## src/core/t2b_pkg.sv

```systemverilog
/*
  Shared constants and types of the timer 2 baud rate block:
  register offsets, control field positions, reset values, prescale counts.
  Assumes one 100 MHz hclk that stands in for the oscillator clock.
*/
`default_nettype none
package t2b_pkg;
  // byte offsets on the register bus
  localparam logic [7:0] ADDR_CTRL = 8'h00;
  localparam logic [7:0] ADDR_COUNT = 8'h04;
  localparam logic [7:0] ADDR_RELOAD = 8'h08;
  localparam logic [7:0] ADDR_CLKMODE = 8'h0c;
  localparam logic [7:0] ADDR_STATUS = 8'h10;
  localparam logic [7:0] ADDR_MASK = 8'h14;
  // control register fields
  localparam int CTRL_CRS = 0;
  localparam int CTRL_CTS = 1;
  localparam int CTRL_RUN = 2;
  localparam int CTRL_EXEN = 3;
  localparam int CTRL_TXSEL = 4;
  localparam int CTRL_RXSEL = 5;
  localparam int CTRL_EXF = 6;
  localparam int CTRL_OVF = 7;
  // interrupt status and mask fields
  localparam int EV_OVF = 0;
  localparam int EV_EXT = 1;
  localparam int EV_BAUD = 2;
  // reset values
  localparam logic [7:0] CTRL_RESET = 8'h00;
  localparam logic [15:0] COUNT_RESET = 16'h0000;
  localparam logic [15:0] RELOAD_RESET = 16'h0000;
  localparam logic CLKMODE_RESET = 1'b0;
  localparam logic [2:0] STATUS_RESET = 3'h0;
  localparam logic [2:0] MASK_RESET = 3'h0;
  localparam logic [15:0] COUNT_TOP = 16'hffff;
  // oscillator clocks per count step
  localparam logic [3:0] PRE_BAUD_6 = 4'h1;
  localparam logic [3:0] PRE_BAUD_12 = 4'h2;
  localparam logic [3:0] PRE_MC_6 = 4'h6;
  localparam logic [3:0] PRE_MC_12 = 4'hc;
  // overflow strobes per serial bit, as last value of a 4-bit divider
  localparam logic [3:0] BIT_DIV_LAST = 4'hf;
  typedef enum logic [1:0] {MODE_OFF, MODE_RELOAD, MODE_CAPTURE, MODE_BAUD} t2b_mode_t;
endpackage : t2b_pkg
`default_nettype wire

```

## src/core/t2b_fall_sync.sv

```systemverilog
/*
  Two-flop synchroniser with falling edge pulse for an external pin.
  Assumes the pin is asynchronous to hclk and held at least two clocks per level.
*/
`default_nettype none
module t2b_fall_sync
  import t2b_pkg::*;
(
  input wire logic hclk,
  input wire logic hresetn,
  input wire logic pin,
  output logic fall
);
  typedef struct packed {
    logic meta;
    logic sync;
    logic last;
  } t2b_sync_t;
  t2b_sync_t s;
  t2b_sync_t next_s;

  // meta feeds only sync; the edge looks at sync and last
  always_comb begin
    next_s = s;
    next_s.meta = pin;
    next_s.sync = s.meta;
    next_s.last = s.sync;
  end

  // idle high, so a pin held low out of reset gives one fall pulse two clocks later
  always_ff @(posedge hclk or negedge hresetn) begin
    if (!hresetn) begin
      s <= '1;
    end else begin
      s <= next_s;
    end
  end

  assign fall = s.last & ~s.sync;
endmodule : t2b_fall_sync
`default_nettype wire

```

## src/core/t2b_prescale.sv

```systemverilog
/*
  Count-step divider: one-cycle tick every limit clocks while run is high.
  Assumes limit is at least one; a limit change applies to the period in progress.
*/
`default_nettype none
module t2b_prescale
  import t2b_pkg::*;
#(
  parameter int W = 4
) (
  input wire logic hclk,
  input wire logic hresetn,
  input wire logic run,
  input wire logic [W-1:0] limit,
  output logic tick
);
  typedef struct packed {
    logic [W-1:0] cnt;
    logic tick;
  } t2b_pre_t;
  t2b_pre_t s;
  t2b_pre_t next_s;

  // restart from zero whenever stopped, so the first step is a full period
  always_comb begin
    next_s = s;
    next_s.tick = 1'b0;
    if (!run) begin
      next_s.cnt = '0;
    end else if (s.cnt >= W'(limit - 1'b1)) begin
      next_s.cnt = '0;
      next_s.tick = 1'b1;
    end else begin
      next_s.cnt = W'(s.cnt + 1'b1);
    end
  end

  always_ff @(posedge hclk or negedge hresetn) begin
    if (!hresetn) begin
      s <= '0;
    end else begin
      s <= next_s;
    end
  end

  assign tick = s.tick;
endmodule : t2b_prescale
`default_nettype wire

```

## src/core/t2b_timer.sv

```systemverilog
/*
  Timer 2 with baud rate generation, AHB-Lite register slave and interrupt.
  Assumes a single AHB-Lite master, word transfers, and the serial port
  dividing nothing itself: bit ticks are produced here.
*/
`default_nettype none
module t2b_timer
  import t2b_pkg::*;
(
  input wire logic hclk,
  input wire logic hresetn,
  input wire logic hsel,
  input wire logic [31:0] haddr,
  input wire logic [1:0] htrans,
  input wire logic hwrite,
  input wire logic [2:0] hsize,
  input wire logic [31:0] hwdata,
  input wire logic hready,
  output logic hreadyout,
  output logic hresp,
  output logic [31:0] hrdata,
  input wire logic count_pin,
  input wire logic trigger_pin,
  input wire logic timer1_overflow,
  output logic tx_baud_strobe,
  output logic rx_baud_strobe,
  output logic tx_bit_tick,
  output logic rx_bit_tick,
  output logic irq
);
  typedef struct packed {
    logic [7:0] ctrl;
    logic [15:0] count;
    logic [15:0] reload;
    logic six_clk;
    logic [2:0] status;
    logic [2:0] mask;
    logic wr_pend;
    logic rd_pend;
    logic [7:0] addr;
    logic [31:0] rdata;
    logic t2_ovf;
    logic [3:0] tx_div;
    logic [3:0] rx_div;
    logic tx_bit;
    logic rx_bit;
  } t2b_state_t;
  t2b_state_t s;
  t2b_state_t next_s;

  logic cnt_fall;
  logic trig_fall;
  logic pre_tick;
  logic run;
  logic baud;
  logic cts;
  logic run_pre;
  logic inc;
  logic ovf_evt;
  logic ext_evt;
  logic acc;
  logic [3:0] pre_limit;
  logic [31:0] rd_val;
  logic [2:0] ev;
  t2b_mode_t mode;

  // both pins come from outside the clock domain
  t2b_fall_sync u_cnt_sync (
    .hclk(hclk),
    .hresetn(hresetn),
    .pin(count_pin),
    .fall(cnt_fall)
  );
  t2b_fall_sync u_trig_sync (
    .hclk(hclk),
    .hresetn(hresetn),
    .pin(trigger_pin),
    .fall(trig_fall)
  );

  // mode decode
  assign run = s.ctrl[CTRL_RUN];
  assign baud = s.ctrl[CTRL_TXSEL] | s.ctrl[CTRL_RXSEL];
  assign cts = s.ctrl[CTRL_CTS];
  always_comb begin
    if (!run) begin
      mode = MODE_OFF;
    end else if (baud) begin
      mode = MODE_BAUD;
    end else if (s.ctrl[CTRL_CRS]) begin
      mode = MODE_CAPTURE;
    end else begin
      mode = MODE_RELOAD;
    end
  end

  // baud steps at osc or osc/2; otherwise one step per machine cycle
  always_comb begin
    if (baud) begin
      pre_limit = s.six_clk ? PRE_BAUD_6 : PRE_BAUD_12;
    end else begin
      pre_limit = s.six_clk ? PRE_MC_6 : PRE_MC_12;
    end
  end
  assign run_pre = run & ~cts;
  t2b_prescale #(
    .W(4)
  ) u_pre (
    .hclk(hclk),
    .hresetn(hresetn),
    .run(run_pre),
    .limit(pre_limit),
    .tick(pre_tick)
  );

  // count step from prescaler or from the count pin
  assign inc = run & (cts ? cnt_fall : pre_tick);
  assign ovf_evt = inc & (s.count == COUNT_TOP);
  assign ext_evt = s.ctrl[CTRL_EXEN] & trig_fall;
  assign acc = hsel & hready & htrans[1];

  // overflow strobe routing to the serial port
  assign tx_baud_strobe = s.ctrl[CTRL_TXSEL] ? s.t2_ovf : timer1_overflow;
  assign rx_baud_strobe = s.ctrl[CTRL_RXSEL] ? s.t2_ovf : timer1_overflow;

  // read mux; unmapped offsets read as zero
  always_comb begin
    unique case (s.addr)
      ADDR_CTRL: rd_val = {24'h000000, s.ctrl};
      ADDR_COUNT: rd_val = {16'h0000, s.count};
      ADDR_RELOAD: rd_val = {16'h0000, s.reload};
      ADDR_CLKMODE: rd_val = {31'h00000000, s.six_clk};
      ADDR_STATUS: rd_val = {29'h00000000, s.status};
      ADDR_MASK: rd_val = {29'h00000000, s.mask};
      default: rd_val = 32'h00000000;
    endcase
  end

  // interrupt events of this cycle
  always_comb begin
    ev = 3'h0;
    ev[EV_OVF] = ovf_evt & (mode != MODE_BAUD);
    ev[EV_EXT] = ext_evt;
    ev[EV_BAUD] = ovf_evt & (mode == MODE_BAUD);
  end

  // next state: bus, software writes, then hardware, set wins over clear
  always_comb begin
    next_s = s;
    next_s.wr_pend = acc & hwrite;
    next_s.rd_pend = acc & ~hwrite;
    if (acc) begin
      next_s.addr = haddr[7:0];
    end
    // rdata settles during the one read wait state
    if (s.rd_pend) begin
      next_s.rdata = rd_val;
    end
    if (s.wr_pend) begin
      unique case (s.addr)
        ADDR_CTRL: next_s.ctrl = hwdata[7:0];
        ADDR_RELOAD: next_s.reload = hwdata[15:0];
        ADDR_CLKMODE: next_s.six_clk = hwdata[0];
        ADDR_MASK: next_s.mask = hwdata[2:0];
        default: next_s.ctrl = next_s.ctrl;
      endcase
    end
    if (s.wr_pend && s.addr == ADDR_STATUS) begin
      next_s.status = s.status & ~hwdata[2:0];
    end
    next_s.status = next_s.status | ev;
    // counting
    if (inc) begin
      next_s.count = 16'(s.count + 1'b1);
    end
    next_s.t2_ovf = ovf_evt & (mode == MODE_BAUD);
    if (ovf_evt) begin
      if (mode == MODE_BAUD) begin
        next_s.count = s.reload;
      end else begin
        next_s.ctrl[CTRL_OVF] = 1'b1;
        if (mode == MODE_RELOAD) begin
          next_s.count = s.reload;
        end
      end
    end
    // trigger edge: flag always, reload or capture only outside baud
    if (ext_evt) begin
      next_s.ctrl[CTRL_EXF] = 1'b1;
      if (mode == MODE_RELOAD) begin
        next_s.count = s.reload;
      end else if (mode == MODE_CAPTURE) begin
        next_s.reload = s.count;
      end
    end
    // software count write wins; it is off-limits while baud runs
    if (s.wr_pend && s.addr == ADDR_COUNT) begin
      next_s.count = hwdata[15:0];
    end
    // divide overflow strobes by 16 into serial bit ticks
    next_s.tx_bit = 1'b0;
    next_s.rx_bit = 1'b0;
    if (tx_baud_strobe) begin
      next_s.tx_div = 4'(s.tx_div + 1'b1);
      next_s.tx_bit = (s.tx_div == BIT_DIV_LAST);
    end
    if (rx_baud_strobe) begin
      next_s.rx_div = 4'(s.rx_div + 1'b1);
      next_s.rx_bit = (s.rx_div == BIT_DIV_LAST);
    end
  end

  always_ff @(posedge hclk or negedge hresetn) begin
    if (!hresetn) begin
      s <= '0;
      s.ctrl <= CTRL_RESET;
      s.count <= COUNT_RESET;
      s.reload <= RELOAD_RESET;
      s.six_clk <= CLKMODE_RESET;
      s.status <= STATUS_RESET;
      s.mask <= MASK_RESET;
    end else begin
      s <= next_s;
    end
  end

  // reads take one wait state so a write just before is seen
  assign hreadyout = ~s.rd_pend;
  assign hresp = 1'b0;
  assign hrdata = s.rdata;
  assign tx_bit_tick = s.tx_bit;
  assign rx_bit_tick = s.rx_bit;
  assign irq = |(s.status & s.mask);
endmodule : t2b_timer
`default_nettype wire

```

## config.mk

```make
export PLATFORM = sky130hd
export DESIGN_NAME = t2b_timer
export DESIGN_NICKNAME = d
export VERILOG_FILES = /design/src/core/t2b_pkg.sv /design/src/core/t2b_fall_sync.sv /design/src/core/t2b_prescale.sv /design/src/core/t2b_timer.sv
export SDC_FILE = /design/constraint.sdc
export NUM_CORES = 1
export LEC_CHECK = 0
export BUFFER_PORTS_ARGS = -buffer_cell sky130_fd_sc_hd__buf_2
export CAP_MARGIN = 10
export CORE_ASPECT_RATIO = 1.2
export CORE_UTILIZATION = 59
export CTS_BUF_LIST = sky130_fd_sc_hd__clkbuf_16
export DETAILED_ROUTE_END_ITERATION = 8
export GPL_ROUTABILITY_DRIVEN = 0
export PLACE_DENSITY = 0.86
export SYNTH_ARGS = -nofsm -noshare
export SYNTH_HDL_FRONTEND = slang
export SYNTH_HIERARCHICAL = 1
export SYNTH_SLANG_ARGS = --single-unit
```

## constraint.sdc

```tcl
create_clock -name hclk -period 4.72 [get_ports hclk]
set_clock_uncertainty 0.15 [all_clocks]
set_input_delay 0.944 -clock hclk [delete_from_list [all_inputs] [get_ports hclk]]
set_output_delay 0.944 -clock hclk [all_outputs]
set_load 0.05 [all_outputs]
```

==> results.txt <==
Vias: 3657
Post-CTS Setup Inserts: 0
Main synth FF type: dfrtp_1
Dpl cells: 619
F_max: 347 MHz
Worst Tran Pin Value: 1070 ps
Most common cell in the netlist: dfrtp_1
DIE WIDTH: 86.9 um
Total track usage: 25.1%
Pint: 0.00165 W
Core area: 0.00824 mm^2
Switch share: 30.3%
TritonCTS buffer count: 9
Mean number of vias per cell: 5.76
H-tree Lvls: 3
Synthesized instance count: 489
Finished Cell Area: 0.00557 mm^2
Area of the multi-input gates: 0.00231 mm^2
NetSw: 0.000717 W
#FFs+latches synth: 95
N_diodes: 0
# port buffers: 54
CTS tree: built
Max VDD drop: 0.000272 V
Cell Pwr Density: 425 mW/mm^2
Clock power share: 35.1%
Post-CTS resize count: 0
Fin. Hold Viols: 0
Worst R2R Setup Slack: 1840 ps
Crit path required time: 4810 ps
Worst Path Arrival: 2970 ps
Post-DP HPWL: 7.14 mm
Remaining antenna violation count after routing: 0
DRC: 0
EDFF count, synth: 0
Post-synth top cells: 89 x dfrtp_1, 50 x nand2_1, 41 x mux2i_1, 40 x o21ai_0, 34 x buf_4
Clock slew at reported path FFs: 70 ps
Hold_buf cts: 0
Area Overhead vs Synth: 9.14%
Pin count of the biggest net entering global routing: 62
Register area: 0.00238 mm^2
Top cells by area, synth: dfrtp_1 44%, mux2i_1 8.0%, buf_4 5.0%
Clk Latency, worst-skew pair: 350 ps
CTS max path bufs: 2
Slew Viols, Final: 0
Sequential share of power: 45.2%
Wire per inst: 16.5 um
Initial Util: 61.9%
Syn Area/Cell: 10.4 um^2
Final net count: 604
Hold_ws: 208 ps
Hold/Removal Path Class: reg -> reg
Final Non-Filler Cells: 635
Worst rel slew slack: 28.7%
Placed inst area: 0.00523 mm^2
Final setup fails: 0
DP Worst Slack: 1980 ps
WS Path Type: reg -> reg
Critical Path Sink Type: register
Iteration-0 DRC Markers: 227
Initial antenna violation count: 0
FFs w/ async S/R, synth: 100%
First-pass GRT wire length: 17.4 mm
Status: finished, final reports clean
Total Wirelength: 10.5 mm
Synth top area share: 43.6%
Initial DRT Pass Iterations: 5
Yosys warns: 6
Die height: 104 um
Number of global-route vias before repair: 3579
Die area: 0.00903 mm^2
RSZ-0062 raised after global routing: no
Worst Slack Setup Final: 1840 ps
Setup TNS: 0 ps
Netlist cell types: 51
Fill count: 645
Syn Std Cell Area: 0.00511 mm^2
Crit Path Max Fanout: 7
Area leader, netlist: dfrtp_1
CTS root buf: clkbuf_16
Static leakage: 2.41 nW
Combinational power share: 19.8%
Sequential-to-total area share from yosys stat: 46.7%
Fin crit share: 61.0%
Maxcap violations: 0
Layout cell share with drive strength beyond 1: 21.5%
Startpoint types: register
Row cnt: 36
Minimum clock period: 2880 ps
Total grt overflow: 0
Num ports: 116
CTS Sinks: 95
==> kinds of logic (layout without fill, tap and decap cells) <==
| family | count (synthesis) | count (layout) | share of synthesized area, % |
|---|---|---|---|
| xor gates and xnor gates | 25 | 25 | 4.29 |
| muxes | 63 | 63 | 13.1 |
| other | 1 | 17 | 0.0734 |
| adders and majority gates | 11 | 11 | 2.70 |
| and+or+nand+nor | 132 | 132 | 14.0 |
| DFF | 95 | 95 | 46.7 |
| AOI/OAI and AO/OA | 81 | 81 | 9.85 |
| buffers and inverters | 81 | 97 | 9.24 |
==> power groups by stage <==
stage | clock (W) | combinational [W] | sequential [W]
finish | 0.000830 | 0.000469 | 0.00107
global placement | 0 | 0.000440 | 0.00107
floorplan | 0 | 0.000389 | 0.00103
global route | 0.000878 | 0.000516 | 0.00108
CTS | 0.000843 | 0.000470 | 0.00107
detailed placement | 0 | 0.000465 | 0.00108
==> worst paths after layout <==
check,start,to,cells after the start
max,s[96]$_DFFE_PN0P_,u_pre/tick$_DFF_PN0_,9
min,u_trig_sync/next_s[1]$_DFF_PN1_,u_trig_sync/next_s[0]$_DFF_PN1_,0
max reg2reg,s[96]$_DFFE_PN0P_,u_pre/tick$_DFF_PN0_,9
min reg2reg,u_trig_sync/next_s[1]$_DFF_PN1_,u_trig_sync/next_s[0]$_DFF_PN1_,0
max in group asynchronous,hresetn,u_trig_sync/s[0]$_DFF_PN1_,2
min in group asynchronous,hresetn,hrdata[1]$_DFFE_PN0P_,1
==> critical path: stages, from the launching register on <==
cell     delay, ps
dfrtp_1        420
nor2_1         510
inv_1          170
ha_1           250
nor3_1         280
xnor2_1        210
ha_1           290
a21oi_1        200
o21ai_0        120
and2_1         170
==> placed cells by master, fill, tap and decap left out, types with 11 or more instances in the layout <==
cell / instances
dfrtp_1: 89
buf_2: 53
nand2_1: 50
mux2i_1: 41
o21ai_0: 40
inv_1: 23
mux2_2: 21
nand3_1: 19
conb_1: 17
o21ai_1: 15
nor2_1: 13
xor2_1: 13
xnor2_1: 12
ha_1: 11
==> final cells by class <==
cell class	instances	area share, %
multi-input cells	329	41.4
well taps	114	2.56
repair buffers	58	5.43
flip-flops and latches	95	42.8
clock inverters	7	2.18
clock buffers	9	4.04
inverters	23	1.55
==> per-layer routing <==
metal / wire (um) / track usage (%) / up-vias
li1: - / - / 1716
met1: 4370 / 32.2 / 1790
met5: 0 / 0 / -
met3: 669 / 6.03 / 20
met4: 220 / 9.40 / 0
met2: 5220 / 40.7 / 131
==> registers in the layout, indices dropped and copies added (netlist names) <==
| signal | count |
|---|---|
| cts | 1 |
| hrdata | 16 |
| run | 1 |
| rx_bit_tick | 1 |
| s | 64 |
| tx_bit_tick | 1 |
| u_cnt_sync/next_s | 2 |
| u_cnt_sync/s | 1 |
| u_pre/s | 4 |
| u_pre/tick | 1 |
| u_trig_sync/next_s | 2 |
| u_trig_sync/s | 1 |
==> metrics by stage <==
stage	total power [W]	utilization (%)
after floorplan	0.00142	-
after global placement	0.00151	63.4
after detailed placement	0.00154	63.4
after CTS	0.00238	67.6
after global routing	0.00248	67.6
final	0.00237	67.6
(Power assumes the default switching activity.)
